**config.mk**
```make
export PLATFORM = sky130hd
export DESIGN_NAME = prdr_top
export DESIGN_NICKNAME = d
export VERILOG_FILES = /design/src/design/prdr_top.v /design/src/design/prdr_irq_route.v
export VERILOG_INCLUDE_DIRS = /design/src /design/src/include
export SDC_FILE = /design/constraint.sdc
export NUM_CORES = 1
export LEC_CHECK = 0
export BUFFER_PORTS_ARGS = -buffer_cell sky130_fd_sc_hd__buf_2
export CORE_AREA = 3 3 140 142
export CTS_CLUSTER_DIAMETER = 200
export DETAILED_ROUTE_END_ITERATION = 10
export DIE_AREA = 0 0 143 145
export PLACE_DENSITY = 0.73
export SETUP_SLACK_MARGIN = 0.3
export SKIP_CTS_REPAIR_TIMING = 1
export SLEW_MARGIN = 20
export SYNTH_ARGS = -nofsm -noshare
export SYNTH_HDL_FRONTEND = slang
export SYNTH_SLANG_ARGS = --single-unit
export TNS_END_PERCENT = 1
```
**constraint.sdc**
```tcl
create_clock -name mclk_in -period 0.85 [get_ports mclk_in]
set_input_delay 0.2125 -clock mclk_in [delete_from_list [all_inputs] [get_ports mclk_in]]
set_output_delay 0.2125 -clock mclk_in [all_outputs]
set_load 0.05 [all_outputs]
```
**src/include/prdr_regs.vh**
```
// Constants for the resource decoder and interrupt router.
// Assumes inclusion by bare name from design files; definitions only.
`ifndef PRDR_REGS_VH
`define PRDR_REGS_VH

// I/O register offsets (byte addresses).
`define PRDR_CFG_ADDR_PORT 16'h0cf8
`define PRDR_CFG_DATA_PORT 16'h0cfc
`define PRDR_CFG_ADDR_RESET 32'h0000_0000

// Fixed legacy memory regions (byte addresses, 20-bit boundaries).
`define PRDR_MEM_EBDA_LO 32'h0009_fc00
`define PRDR_MEM_VIDEO_LO 32'h000a_0000
`define PRDR_MEM_EXP_LO 32'h000c_0000
`define PRDR_MEM_RTBIOS_LO 32'h000e_0000
`define PRDR_MEM_EXT_LO 32'h0010_0000

// Memory region codes.
`define PRDR_MREG_CONV 3'h0
`define PRDR_MREG_EBDA 3'h1
`define PRDR_MREG_VIDEO 3'h2
`define PRDR_MREG_EXP 3'h3
`define PRDR_MREG_RTBIOS 3'h4
`define PRDR_MREG_EXT 3'h5
`define PRDR_MREG_HIGH 3'h6

// I/O target codes.
`define PRDR_IOT_BOARD 3'h0
`define PRDR_IOT_CFGA 3'h1
`define PRDR_IOT_CFGD 3'h2
`define PRDR_IOT_LPC 3'h3
`define PRDR_IOT_PCI 3'h4

// On-board and LPC I/O ranges.
`define PRDR_IO_BOARD0_HI 16'h00ff
`define PRDR_IO_BOARD1_LO 16'h0400
`define PRDR_IO_BOARD1_HI 16'h047f
`define PRDR_IO_BOARD2_LO 16'h0500
`define PRDR_IO_BOARD2_HI 16'h057f
`define PRDR_IO_LPC0_LO 16'h03f8
`define PRDR_IO_LPC0_HI 16'h03ff
`define PRDR_IO_LPC1_LO 16'h03e8
`define PRDR_IO_LPC1_HI 16'h03ef
`define PRDR_IO_LPC2_LO 16'h0a00
`define PRDR_IO_LPC2_HI 16'h0a0f
`define PRDR_IO_ALLOC_TOP 16'hfff0

// Reserved IRQ mask (0,1,2,8,9,13) and serial-capable IRQ mask (3-7,10-12).
`define PRDR_IRQ_RESERVED 16'h2307
`define PRDR_IRQ_SERIAL 16'h1cf8
`define PRDR_IRQ_PCI_ONLY 16'hc000
`define PRDR_IRQ_SCI 9

`endif

```
**src/design/prdr_top.v**
```verilog
// Resource decoder: memory map, I/O steering, config ports, IRQ routing.
// Assumes the host presents one cycle per valid strobe on mclk_in.
`timescale 1ns/100ps
`default_nettype none
`include "prdr_regs.vh"

module prdr_top
(
    input wire mclk_in,
    input wire rst_n_in,
    // Host cycle.
    input wire cyc_valid_in,
    input wire cyc_io_in,
    input wire cyc_write_in,
    input wire [31:0] cyc_addr_in,
    input wire [31:0] cyc_wdata_in,
    input wire [31:0] top_of_dram_in,
    input wire [31:0] high_window_in,
    input wire [31:0] cfg_rdata_in,
    output reg mem_region_valid_out,
    output reg [2:0] mem_region_out,
    output reg io_valid_out,
    output reg [2:0] io_target_out,
    output reg [31:0] rdata_out,
    output reg [31:0] config_address_out,
    output reg cfg_data_strobe_out,
    output reg cfg_data_write_out,
    output reg [31:0] cfg_wdata_out,
    output reg io_in_alloc_area_out,
    // Interrupts.
    input wire apic_mode_in,
    input wire [3:0] pci_int_in,
    input wire [7:0] route_line_in,
    input wire [15:0] serial_irq_in,
    input wire [6:0] fixed_src_in,
    input wire [5:0] root_port_in,
    input wire [7:0] dev_irq_in,
    input wire [15:0] steer_in,
    output wire [23:0] irq_out
);

    // ------------------------------------------------------------
    // Decode helpers
    // ------------------------------------------------------------

    // Inclusive range check, used for every I/O window except on-board range 0, the two config ports and the downward-allocated window.
    function in_range;
        input [15:0] a;
        input [15:0] lo;
        input [15:0] hi;
        begin
            in_range = (a >= lo) && (a <= hi);
        end
    endfunction

    reg [2:0] next_region;
    reg [2:0] next_target;
    reg [31:0] next_rdata;
    wire [15:0] io_addr;
    wire [15:0] io_word;

    assign io_addr = cyc_addr_in[15:0];
    assign io_word = {io_addr[15:2], 2'b00};

    // ------------------------------------------------------------
    // Memory decode
    // ------------------------------------------------------------

    // Regions are tested top down so each boundary below the high region is one compare.
    always @*
    begin
        // high region at or above the high window or the top of DRAM
        if (cyc_addr_in >= high_window_in || cyc_addr_in >= top_of_dram_in)
            next_region = `PRDR_MREG_HIGH;
        else if (cyc_addr_in >= `PRDR_MEM_EXT_LO)
            next_region = `PRDR_MREG_EXT;
        else if (cyc_addr_in >= `PRDR_MEM_RTBIOS_LO)
            next_region = `PRDR_MREG_RTBIOS;
        else if (cyc_addr_in >= `PRDR_MEM_EXP_LO)
            next_region = `PRDR_MREG_EXP;
        else if (cyc_addr_in >= `PRDR_MEM_VIDEO_LO)
            next_region = `PRDR_MREG_VIDEO;
        else if (cyc_addr_in >= `PRDR_MEM_EBDA_LO)
            next_region = `PRDR_MREG_EBDA;
        else
            next_region = `PRDR_MREG_CONV;
    end

    // ------------------------------------------------------------
    // I/O decode
    // ------------------------------------------------------------

    // Positive decoders first; the PCI bus takes whatever is left.
    always @*
    begin
        if (io_word == `PRDR_CFG_ADDR_PORT)
            next_target = `PRDR_IOT_CFGA;
        else if (io_word == `PRDR_CFG_DATA_PORT)
            next_target = `PRDR_IOT_CFGD;
        else if (io_addr <= `PRDR_IO_BOARD0_HI
                 || in_range(io_addr, `PRDR_IO_BOARD1_LO, `PRDR_IO_BOARD1_HI)
                 || in_range(io_addr, `PRDR_IO_BOARD2_LO, `PRDR_IO_BOARD2_HI))
            next_target = `PRDR_IOT_BOARD;
        else if (in_range(io_addr, `PRDR_IO_LPC0_LO, `PRDR_IO_LPC0_HI)
                 || in_range(io_addr, `PRDR_IO_LPC1_LO, `PRDR_IO_LPC1_HI)
                 || in_range(io_addr, `PRDR_IO_LPC2_LO, `PRDR_IO_LPC2_HI))
            next_target = `PRDR_IOT_LPC;
        else
            next_target = `PRDR_IOT_PCI;
    end

    // Read data for a config port access; other reads return zero.
    always @*
    begin
        next_rdata = 32'h0000_0000;
        if (cyc_io_in && !cyc_write_in)
        begin
            if (next_target == `PRDR_IOT_CFGA)
                next_rdata = config_address_out;
            else if (next_target == `PRDR_IOT_CFGD)
                next_rdata = cfg_rdata_in;
        end
    end

    // ------------------------------------------------------------
    // Registered results
    // ------------------------------------------------------------

    // One cycle after a valid strobe the valid flag pulses for one cycle; the decode result holds until the next cycle of its kind.
    always @(posedge mclk_in or negedge rst_n_in)
    begin
        if (!rst_n_in)
        begin
            mem_region_valid_out <= 1'b0;
            mem_region_out <= `PRDR_MREG_CONV;
            io_valid_out <= 1'b0;
            io_target_out <= `PRDR_IOT_PCI;
            rdata_out <= 32'h0000_0000;
            config_address_out <= `PRDR_CFG_ADDR_RESET;
            cfg_data_strobe_out <= 1'b0;
            cfg_data_write_out <= 1'b0;
            cfg_wdata_out <= 32'h0000_0000;
            io_in_alloc_area_out <= 1'b0;
        end
        else
        begin
            mem_region_valid_out <= cyc_valid_in && !cyc_io_in;
            io_valid_out <= cyc_valid_in && cyc_io_in;
            cfg_data_strobe_out <= 1'b0;
            if (cyc_valid_in && !cyc_io_in)
                mem_region_out <= next_region;
            if (cyc_valid_in && cyc_io_in)
            begin
                io_target_out <= next_target;
                rdata_out <= next_rdata;
                // flag cycles inside the downward-allocated window
                io_in_alloc_area_out <= (next_target == `PRDR_IOT_PCI)
                    && (io_addr <= `PRDR_IO_ALLOC_TOP);
                if (cyc_write_in && next_target == `PRDR_IOT_CFGA)
                    config_address_out <= cyc_wdata_in;
                // data port access strobed to config space
                if (next_target == `PRDR_IOT_CFGD)
                begin
                    cfg_data_strobe_out <= 1'b1;
                    cfg_data_write_out <= cyc_write_in;
                    cfg_wdata_out <= cyc_wdata_in;
                end
            end
        end
    end

    // ------------------------------------------------------------
    // Interrupt routing
    // ------------------------------------------------------------

    // Router registers its outputs; IRQs lag their sources by one cycle.
    prdr_irq_route u_route
    (
        .mclk_in(mclk_in),
        .rst_n_in(rst_n_in),
        .apic_mode_in(apic_mode_in),
        .pci_int_in(pci_int_in),
        .route_line_in(route_line_in),
        .serial_irq_in(serial_irq_in),
        .fixed_src_in(fixed_src_in),
        .root_port_in(root_port_in),
        .dev_irq_in(dev_irq_in),
        .steer_in(steer_in),
        .irq_out(irq_out)
    );

endmodule // prdr_top

`default_nettype wire

```
**src/design/prdr_irq_route.v**
```verilog
// Interrupt router: PIC and APIC steering of legacy and PCI sources.
// Assumes level-high, already synchronous interrupt inputs; steering codes from parent.
`timescale 1ns/100ps
`default_nettype none
`include "prdr_regs.vh"

module prdr_irq_route
(
    input wire mclk_in,
    input wire rst_n_in,
    input wire apic_mode_in,
    input wire [3:0] pci_int_in,
    input wire [7:0] route_line_in,
    input wire [15:0] serial_irq_in,
    input wire [6:0] fixed_src_in,
    input wire [5:0] root_port_in,
    input wire [7:0] dev_irq_in,
    input wire [15:0] steer_in,
    output reg [23:0] irq_out
);

    reg [23:0] next_irq;
    reg [15:0] pic_pci;
    integer i;

    // Combine every source except fixed_src_in[6] into the 24 IRQ inputs for the current mode.
    always @*
    begin
        next_irq = 24'h00_0000;
        pic_pci = 16'h0000;
        next_irq[0] = fixed_src_in[0];
        next_irq[1] = fixed_src_in[1];
        next_irq[2] = fixed_src_in[2];
        next_irq[8] = fixed_src_in[3];
        next_irq[`PRDR_IRQ_SCI] = fixed_src_in[4];
        next_irq[13] = fixed_src_in[5];
        if (!apic_mode_in)
        begin
            // steer each PCI line to any free IRQ
            for (i = 0; i < 4; i = i + 1)
                if (((`PRDR_IRQ_RESERVED >> steer_in[i*4 +: 4]) & 16'h0001) == 16'h0000)
                    pic_pci[steer_in[i*4 +: 4]] = pic_pci[steer_in[i*4 +: 4]] | pci_int_in[i];
            // serial on 3-7,10-12; PCI on those and 14-15
            next_irq[15:0] = next_irq[15:0] | (serial_irq_in & `PRDR_IRQ_SERIAL)
                | (pic_pci & (`PRDR_IRQ_SERIAL | `PRDR_IRQ_PCI_ONLY));
        end
        else
        begin
            // serial only on legacy IRQs in APIC mode
            next_irq[15:0] = next_irq[15:0] | (serial_irq_in & `PRDR_IRQ_SERIAL);
            next_irq[16] = route_line_in[0] | pci_int_in[1] | dev_irq_in[0]
                | root_port_in[0] | root_port_in[4] | dev_irq_in[1];
            next_irq[17] = route_line_in[1] | pci_int_in[2] | root_port_in[1] | root_port_in[5];
            next_irq[18] = route_line_in[2] | pci_int_in[3] | root_port_in[2] | dev_irq_in[2];
            next_irq[19] = route_line_in[3] | pci_int_in[0] | root_port_in[3]
                | dev_irq_in[3] | dev_irq_in[4];
            next_irq[20] = route_line_in[4] | dev_irq_in[5];
            next_irq[21] = route_line_in[5];
            next_irq[22] = route_line_in[6] | dev_irq_in[6];
            next_irq[23] = route_line_in[7] | dev_irq_in[7];
        end
    end

    // Register the IRQ vector so outputs are glitch free.
    always @(posedge mclk_in or negedge rst_n_in)
    begin
        if (!rst_n_in)
            irq_out <= 24'h00_0000;
        else
            irq_out <= next_irq;
    end

endmodule // prdr_irq_route

`default_nettype wire

```
==> results.sh, run 1 <==
export IMPL_track_usage=0.2348
export IMPL_status="finished with violations"
export IMPL_ys_warn_count=0
export IMPL_yosys_area_share_adder=0.1029
export IMPL_drive_gt1_frac=0.5185
export IMPL_post_synth_top_count_cell="dfrtp_1"
export IMPL_cp_slowest_stage_delay_ns=0.33
export IMPL_fin_crit_sh=2.237
export IMPL_critPathLaunchType="input port"
export IMPL_synth_net_count=1037
export IMPL_via_per_inst=5.358
export IMPL_h_tree_depth=4
export IMPL_p_total_mw=16.72
export IMPL_critPathBufInv=2
export IMPL_leakage_nw=6.644
export IMPL_synth_cell_types=88
export IMPL_grt_start_max_net_pins=44
export IMPL_core_area_um2=18580
export IMPL_cts_root_buf="clkbuf_16"
export IMPL_area_delta_synth_final_pct=60.41
export IMPL_dp_slack_ns=-1.771
export IMPL_power_density_nw_per_um2=1339
export IMPL_hold_class="input port to asynchronous set/reset pin"
export IMPL_ios=362
export IMPL_netlist_instances=742
export IMPL_cts_sinks=131
export IMPL_dr_first_iter_drc_count=362
export IMPL_yosys_most_used_dff="dfrtp_1"
export IMPL_worst_path_max_delay_cell="a311o_1"
export IMPL_start_util=0.4189
export IMPL_fin_ws_ns=-1.052
export IMPL_yosys_area_share_simple=0.1358
export IMPL_synth_edff_count=0
export IMPL_worst_slew_pin_slew_ns=0.6382
export IMPL_cp_end_kind="register"
export IMPL_vias=7898
export IMPL_ys_ff_latch=131
export IMPL_drc=0
export IMPL_arrival_ns=2.20
export IMPL_min_period_ns=1.902
export IMPL_antenna_found_initial=0
export IMPL_placementRows=50
export IMPL_layout_nets=1522
export IMPL_vdd_drop_max_mv=1.195
export IMPL_worstPathRequired_ns=1.15
export IMPL_failed_checks="hold timing, setup timing"
export IMPL_first_pass_iters=5
export IMPL_critPathMaxFanout=4
export IMPL_synth_top_family_by_area="compound AO/OA/AOI/OAI gates"
export IMPL_synth_seq_area_share=0.4213
export IMPL_syn_area_um2=7784
export IMPL_finalHoldViolCount=133
export IMPL_drtAntennaViolNets=0
export IMPL_synth_area_leader_cell="dfrtp_1"
export IMPL_pwr_share_comb=0.214
export IMPL_grt_pass1_wl_um=38960
export IMPL_crit_family="compound AO/OA/AOI/OAI gates"
export IMPL_cts_buffer_depth=2
export IMPL_antennaDiodeCount=0
export IMPL_die_area_um2=20740
export IMPL_synth_compound_area_frac=0.1394
export IMPL_synth_xor_area_frac=0.005465
export IMPL_place_congestion=0.9397
export IMPL_maxSlewHeadroom=0.5687
export IMPL_drv_cap=0
export IMPL_power_net_switching_mw=4.899
export IMPL_port_buffers=352
export IMPL_routedWlPerCell_um=18.37
export IMPL_synth_area_mux_share=0.1365
export IMPL_synth_common_cells="130 x dfrtp_1, 78 x inv_1, 65 x mux2_2"
export IMPL_dp_hpwl_um=20260
export IMPL_yosys_top_cells_area="dfrtp_1 42%, ha_1 10%, mux2_2 9.4%"
export IMPL_grt_pass1_vias=7872
export IMPL_clock_power_share=0.401
export IMPL_overflow=0
export IMPL_routed_wl_um=27080
export IMPL_critPathKind="input port to register"
export IMPL_whs_ns=-0.3917
export IMPL_cts_tree="built"
export IMPL_cts_buffers=17
export IMPL_p_sw_frac=0.2931
export IMPL_p_seq_frac=0.385
export IMPL_max_freq_mhz=525.9
export IMPL_die_x_um=143
export IMPL_skew_ns=0.01200
export IMPL_synth_avg_cell_area_um2=10.49
export IMPL_p_int_mw=11.82
export IMPL_synth_top_area_frac=0.4179
export IMPL_clk_latency_ns=0.42
export IMPL_async_flop_share=1.000
export IMPL_rsz0062_at_grt="true"
export IMPL_maxSlewViolCount=0
export IMPL_clk_pin_slew_worst_paths_ns=0.06
export IMPL_crit_chain="buf_2 > and4bb_4 > and4_4 > nor4_4 > buf_4 > o221ai_2 > a211oi_4 > a221oi_1 > a311o_1"
export IMPL_setup_violations=246
export IMPL_die_y_um=145
layout make-up:
class | instances | area (um2)
Multi-Input combinational cell | 503 | 4280
Inverter | 78 | 295.3
Tap cell | 234 | 292.8
Clock inverter | 13 | 102.6
Sequential cell | 131 | 3283
Timing Repair Buffer | 496 | 3799
Fill cell | 1347 | 6095
Clock buffer | 19 | 432.9
placed cells by master (no fill, tap or decap), drive strengths merged, types with 5 or more instances in the layout:
cell / instances
dlygate4sd3: 6
dfrtp: 130
nor4: 10
clkinv: 7
nand2b: 5
and3: 5
o22ai: 5
ha: 64
mux2: 65
buf: 490
a21oi: 23
nor2b: 8
nand2: 51
nor2: 25
a211o: 7
nand4: 16
inv: 83
o21ai: 49
mux2i: 33
a211oi: 8
nor3: 14
a31oi: 5
clkbuf: 19
a21o: 16
o21a: 6
nand3: 9
routing by layer:
metal  GRT usage  routed length (um)  vias up
met5           0                   0        -
met4     0.07842                 857        0
met3     0.04812                1693       66
met2      0.4192               14250      345
met1      0.2783               10280     3803
li1            -                   -     3684
registers in the layout, summed over array words and instances, names as in the netlist:
signal                flops
io_in_alloc_area_out      1
rdata_out                32
cfg_wdata_out            32
config_address_out       32
cfg_data_strobe_out       1
io_valid_out              1
u_route.irq_out          24
mem_region_valid_out      1
cfg_data_write_out        1
io_target_out             3
mem_region_out            3
worst register-to-register path, delay by kind of cell (launching register included):
family / cells / cell delay (ns)
flip-flops: 1 / 0.44
buffers and inverters: 1 / 0.15
multiplexers: 1 / 0.12
AO/OA/AOI/OAI: 1 / 0.08
metrics by stage:
| step | hold WS [ns] | util | cell area [um2] | std cells | setup TNS [ns] |
|---|---|---|---|---|---|
| 2_1_floorplan | -0.08309 | - | 7787 | 742 | -120.61 |
| 3_3_place_gp | 0.04307 | 0.5790 | 10760 | 1432 | -149.73 |
| 3_5_place_dp | 0.04440 | 0.5790 | 10760 | 1432 | -150.42 |
| 4_1_cts | -0.4112 | 0.6078 | 11290 | 1464 | -154.15 |
| 5_1_grt | -0.4141 | 0.6720 | 12490 | 1474 | -141.76 |
| 6_report | -0.3917 | 0.6720 | 12490 | 1474 | -131.42 |
worst paths after layout:
path / startpoint / to / slack, ns / cells past startpoint
max in group asynchronous: rst_n_in / cfg_wdata_out[15] / 0.77 / 2
setup reg to reg: config_address_out[21] / rdata_out[21] / -0.06 / 3
hold reg to reg: rdata_out[8] / rdata_out[8] / 0.51 / 2
min in group mclk_in: serial_irq_in[10] / u_route.irq_out[10] / 0 / 2
setup / recovery: steer_in[4] / u_route.irq_out[5] / -1.05 / 9
hold / removal: rst_n_in / cfg_wdata_out[8] / -0.39 / 1
power by group through the flow:
stage	registers, mW	clock network [mW]	logic [mW]
after detailed placement	6.52	0	3.15
after global routing	6.44	7.17	3.86
after global placement	6.51	0	3.09
final	6.44	6.71	3.57
after floorplan	6.94	0	1.12
after CTS	6.41	6.84	3.16
kinds of logic (layout without fill, tap and decap cells):
logic type / Yosys count / in the layout
AND/OR/NAND/NOR: 179 / 179
AO/OA/AOI/OAI: 158 / 158
flip-flops: 131 / 131
buffers and inverters: 108 / 606
multiplexers: 98 / 98
adder cells (fa/ha/maj): 64 / 64
XOR/XNOR: 4 / 4
(Power assumes the default switching activity.)
==> run 2: changes to the inputs <==
--- a/config.mk
+++ b/config.mk
@@ -9,7 +9,9 @@
 export BUFFER_PORTS_ARGS = -buffer_cell sky130_fd_sc_hd__buf_2
-export CORE_AREA = 3 3 140 142
+export CELL_PAD_IN_SITES_DETAIL_PLACEMENT = 1
+export CELL_PAD_IN_SITES_GLOBAL_PLACEMENT = 1
+export CORE_MARGIN = 3
+export CORE_UTILIZATION = 35
 export CTS_CLUSTER_DIAMETER = 200
 export DETAILED_ROUTE_END_ITERATION = 10
-export DIE_AREA = 0 0 143 145
-export PLACE_DENSITY = 0.73
+export PLACE_DENSITY_LB_ADDON = 0.1
 export SETUP_SLACK_MARGIN = 0.3
--- a/constraint.sdc
+++ b/constraint.sdc
@@ -3,2 +3,2 @@
 set_output_delay 0.2125 -clock mclk_in [all_outputs]
-set_load 0.05 [all_outputs]
+set_load 0.01 [all_outputs]
==> run 2 against run 1 <==
Net effect:
- the flow still finishes with violations (hold timing, setup timing)
- cell count up 2.9%
- die area rose by 16%
- clock-buffer cell count unchanged
- clock skew decreased by 0.0049 ns
- worst setup slack worse by 0.011 ns
- final area shrank 3.1%
- combinational power shrank 10%
- non-clock buffer count fell by 2
- clock power increased by 5.5%
- critical endpoint is now mem_region_out[1]
- highest routed layer is now met5
==> results.sh, run 2 (synthesized netlist as in run 1, its figures left out) <==
export IMPL_status="finished with violations"
export IMPL_failed_checks="hold timing, setup timing"
export IMPL_h_tree_depth=4
export IMPL_reg_top3="cfg_wdata_out x32, config_address_out x32, rdata_out x32"
export IMPL_via_per_inst=5.062
export IMPL_finalHoldViolCount=130
export IMPL_cts_sinks=131
export IMPL_cts_buffer_depth=2
export IMPL_cp_end_kind="register"
export IMPL_critPathMaxFanout=6
export IMPL_drive_gt1_frac=0.5242
export IMPL_power_density_nw_per_um2=1379
export IMPL_critPathLaunch="cyc_addr_in[29]"
export IMPL_layout_nets=1520
export IMPL_max_freq_mhz=522.8
export IMPL_whs_ns=-0.3829
export IMPL_critPathKind="input port to register"
export IMPL_grt_pass1_wl_um=44140
export IMPL_worst_slew_pin_slew_ns=0.6118
export IMPL_core_area_um2=21420
export IMPL_fin_crit_sh=2.250
export IMPL_cts_root_buf="clkbuf_16"
export IMPL_vias=7679
export IMPL_dp_hpwl_um=23120
export IMPL_skew_ns=0.007135
export IMPL_final_common_cell="buf_2"
export IMPL_min_period_ns=1.913
export IMPL_dr_first_iter_drc_count=211
export IMPL_path_common_cell="nor3_1"
export IMPL_drtAntennaViolNets=0
export IMPL_area_delta_synth_final_pct=55.47
export IMPL_drv_cap=0
export IMPL_start_util=0.3634
export IMPL_port_buffers=352
export IMPL_crit_chain="buf_2 > ha_1 > nand4_1 > buf_4 > nor3_1 > nor3_1 > o2111ai_2 > or3_4 > o41ai_2 > a21oi_1"
export IMPL_grt_pass1_vias=8423
export IMPL_worstPathRequired_ns=1.13
export IMPL_p_total_mw=16.69
export IMPL_die_x_um=155.1
export IMPL_maxSlewHeadroom=0.5878
export IMPL_grt_start_max_net_pins=36
export IMPL_crit_family="simple AND/OR/NAND/NOR gates"
export IMPL_cts_tree="built"
export IMPL_die_y_um=155.1
export IMPL_overflow=0
export IMPL_track_usage=0.2301
export IMPL_setup_violations=246
export IMPL_leakage_nw=6.567
export IMPL_cts_buffers=17
export IMPL_worst_path_max_delay_cell="or3_4"
export IMPL_ios=362
export IMPL_placementRows=53
export IMPL_drc=0
export IMPL_clk_pin_slew_worst_paths_ns=0.06
export IMPL_arrival_ns=2.20
export IMPL_hold_class="input port to asynchronous set/reset pin"
export IMPL_first_pass_iters=4
export IMPL_critPathLaunchType="input port"
export IMPL_r2r_start="mem_region_out[0]"
export IMPL_antenna_found_initial=5
export IMPL_rsz0062_at_grt="true"
export IMPL_dp_slack_ns=-1.579
export IMPL_final_cell_mix="302 x buf_2, 130 x dfrtp_1, 129 x buf_4, 74 x inv_1, 65 x mux2_2"
export IMPL_cp_slowest_stage_delay_ns=0.42
export IMPL_critPathBufInv=2
export IMPL_maxSlewViolCount=0
export IMPL_place_congestion=0.8807
export IMPL_routed_wl_um=29440
export IMPL_nFillCells=2481
export IMPL_clk_latency_ns=0.41
export IMPL_die_area_um2=24070
export IMPL_fin_ws_ns=-1.063
export IMPL_vdd_drop_max_mv=1.185
export IMPL_routedWlPerCell_um=19.40
[run 2: power by group]
part / leakage [nW] / switching (mW) / internal (mW)
Clock: 0.276 / 2.93 / 4.15
Sequential: 1.76 / 0.0549 / 6.36
Combinational: 4.53 / 1.55 / 1.65
Total: 6.57 / 4.53 / 12.2
[run 2: area by class of cell]
cell class                 count  area [um2]  share of cell area
multi-input combinational    503        4360              0.3603
sequential                   131        3279              0.2710
timing repair buffer         494        3243              0.2680
clock buffer                  19       442.9             0.03660
tap                          275       344.1             0.02843
inverter                      78       297.8             0.02461
clock inverter                13       123.9             0.01024
antenna                        4       10.01           0.0008271
[run 2: routing by layer]
metal	part of all wire	up-vias	global-route usage
met5	0.00095	-	0
met2	0.52	240	0.4142
li1	-	3680	-
met4	0.016	6	0.05214
met1	0.38	3718	0.2629
met3	0.081	35	0.07983
[run 2: through the flow]
step           setup TNS [ns]  instances  instance area (um2)  utilization  hold WS (ns)
3_3_place_gp          -155.25       1473                10830       0.5058       0.05263
6_report              -127.00       1517                12100       0.5650       -0.3829
4_1_cts               -147.56       1505                11410       0.5326       -0.3983
5_1_grt               -139.40       1515                12100       0.5648       -0.4029
3_5_place_dp          -156.18       1473                10840       0.5061       0.04980
2_1_floorplan         -120.59        742                 7787            -      -0.08309
[run 2: worst paths after layout]
| kind | endpoint | slack, ns | depth (start not counted) |
|---|---|---|---|
| min in group mclk_in | u_route.irq_out[7] | 0 | 2 |
| min | u_route.irq_out[18] | -0.38 | 1 |
| max reg2reg | mem_region_out[0] | 0.02 | 3 |
| max in group asynchronous | rdata_out[5] | 0.77 | 2 |
| max | mem_region_out[1] | -1.06 | 10 |
| min reg2reg | rdata_out[18] | 0.47 | 2 |
==> run 3: changes to the inputs <==
- GPL_TIMING_DRIVEN: unset -> 0
==> run 3 against run 2 <==
Net effect:
- worst setup slack improved by 0.024 ns
- core utilization decreased by 2.3 points
- register-to-register slack about the same
- sequential power about the same
- routed wire length decreased by 1.5%
- cell count decreased by 5.7%
- clock power increased by 7.2%
- highest routed layer unchanged
- the flow still finishes with violations (hold timing, setup timing)
- critical path depth unchanged
- critical path type unchanged
- total power increased by 0.90%
- clock skew decreased by 0.0026 ns
- die area unchanged
- sequential share of layout area increased by 1.2 points
==> results.sh, run 3 (synthesized netlist as in run 1, its figures left out) <==
export IMPL_status="finished with violations"
export IMPL_failed_checks="hold timing, setup timing"
export IMPL_cp_slowest_stage_delay_ns=0.35
export IMPL_critPathKind="input port to register"
export IMPL_clk_pin_slew_worst_paths_ns=0.06
export IMPL_rsz0062_at_grt="true"
export IMPL_r2r_cells=3
export IMPL_critPathLaunchType="input port"
export IMPL_cts_root_buf="clkbuf_16"
export IMPL_worst_path_max_delay_cell="a211oi_4"
export IMPL_placementRows=53
export IMPL_overflow=0
export IMPL_cp_end_kind="register"
export IMPL_use_met2=0.3968
export IMPL_drc=0
export IMPL_p_total_mw=16.84
export IMPL_vdd_drop_max_mv=1.585
export IMPL_area_delta_synth_final_pct=49.03
export IMPL_antenna_found_initial=3
export IMPL_start_util=0.3634
export IMPL_dp_slack_ns=-1.897
export IMPL_grt_pass1_vias=7787
export IMPL_routedWlPerCell_um=20.27
export IMPL_cts_buffer_depth=2
export IMPL_dp_hpwl_um=22450
export IMPL_utilization=0.5416
export IMPL_min_period_ns=1.889
export IMPL_final_cell_mix="298 x buf_2, 130 x dfrtp_1, 77 x inv_1, 61 x ha_1, 58 x buf_6"
export IMPL_vias=7388
export IMPL_final_common_cell="buf_2"
export IMPL_busiest_layer="met2"
export IMPL_clk_latency_ns=0.42
export IMPL_critPathMaxFanout=6
export IMPL_port_buffers=347
export IMPL_r2r_start="mem_region_out[1]"
export IMPL_die_area_um2=24070
export IMPL_first_pass_iters=4
export IMPL_die_y_um=155.1
export IMPL_via_per_inst=5.163
export IMPL_cts_sinks=131
export IMPL_drtAntennaViolNets=0
export IMPL_routed_wl_um=29010
export IMPL_core_area_um2=21420
export IMPL_skew_ns=0.004532
export IMPL_fin_ws_ns=-1.039
export IMPL_path_common_cell="buf_8"
export IMPL_maxSlewHeadroom=0.4832
export IMPL_leakage_nw=6.191
export IMPL_power_density_nw_per_um2=1451
export IMPL_h_tree_depth=4
export IMPL_ios=362
export IMPL_worst_slew_pin_slew_ns=0.7752
export IMPL_cts_buffers=17
export IMPL_finalHoldViolCount=49
export IMPL_fin_crit_sh=2.222
export IMPL_grt_use_met1=0.2532
export IMPL_arrival_ns=2.20
export IMPL_grt_start_max_net_pins=88
export IMPL_gr_usage_met3=0.07872
export IMPL_layout_nets=1437
export IMPL_cts_tree="built"
export IMPL_hold_class="input port to asynchronous set/reset pin"
export IMPL_drv_cap=0
export IMPL_reg2reg_to="mem_region_out[1]"
export IMPL_track_usage=0.2226
export IMPL_grt_pass1_wl_um=42120
export IMPL_maxSlewViolCount=0
export IMPL_whs_ns=-0.3531
export IMPL_place_congestion=0.8405
export IMPL_drive_gt1_frac=0.4762
export IMPL_dr_first_iter_drc_count=278
export IMPL_crit_chain="buf_8 > buf_8 > and4bb_2 > and4_4 > nor4_4 > buf_4 > o221ai_4 > a211oi_4 > nand3_1 > a221o_1"
export IMPL_reg_top3="cfg_wdata_out x32, config_address_out x32, rdata_out x32"
export IMPL_nFillCells=2471
export IMPL_ff2ff_setup_slack_ns=0.02
export IMPL_max_freq_mhz=529.5
export IMPL_die_x_um=155.1
export IMPL_worstPathRequired_ns=1.16
export IMPL_setup_violations=246
-- run 3: layout make-up --
class / count / area (um2) / area share
Tap cell: 275 / 344.1 / 0.02966
Multi-Input combinational cell: 503 / 4433 / 0.3822
Buffer: 30 / 267.8 / 0.02308
Clock buffer: 18 / 439.2 / 0.03786
Antenna cell: 1 / 2.502 / 0.0002157
Sequential cell: 131 / 3279 / 0.2827
Timing Repair Buffer: 381 / 2375 / 0.2047
Clock inverter: 14 / 166.4 / 0.01435
Inverter: 78 / 292.8 / 0.02524
-- run 3: worst max path at each step --
stage                     from                  to  slack (ns)  cells past startpoint
6_report           steer_in[4]  u_route.irq_out[7]       -1.04                     10
5_1_grt        cyc_addr_in[10]   mem_region_out[1]       -1.11                     10
4_1_cts        cyc_addr_in[15]   cfg_wdata_out[30]       -1.47                      7
3_5_place_dp   cyc_addr_in[15]   cfg_wdata_out[28]       -1.90                      7
3_3_place_gp          rst_n_in       rdata_out[26]       -2.40                      1
2_1_floorplan      steer_in[4]  u_route.irq_out[5]       -1.32                      8
-- run 3: where the power goes --
group / leakage [nW] / internal, mW / switching (mW)
clock: 0.288 / 4.49 / 3.10
combinational: 4.14 / 1.36 / 1.47
sequential: 1.76 / 6.36 / 0.0526
-- run 3: through the flow --
stage,cell area [um2],instances,setup TNS [ns]
3_3_place_gp,9868,1364,-504.62
4_1_cts,10520,1397,-182.99
2_1_floorplan,7787,742,-120.59
6_report,11600,1431,-135.42
5_1_grt,11600,1431,-147.60
3_5_place_dp,9912,1365,-199.10
-- run 3: critical path, delay by kind of cell --
| family | cells | cell delay [ns] |
|---|---|---|
| AOI/OAI and AO/OA | 3 | 0.82 |
| buffers and inverters | 3 | 0.41 |
| and+or+nand+nor | 4 | 0.76 |
-- run 3: per-layer routing --
layer  wire length, um  share of wire
met1             11510           0.40
met2             14730           0.51
met3              2280          0.079
met4               466          0.016
met5                14        0.00048
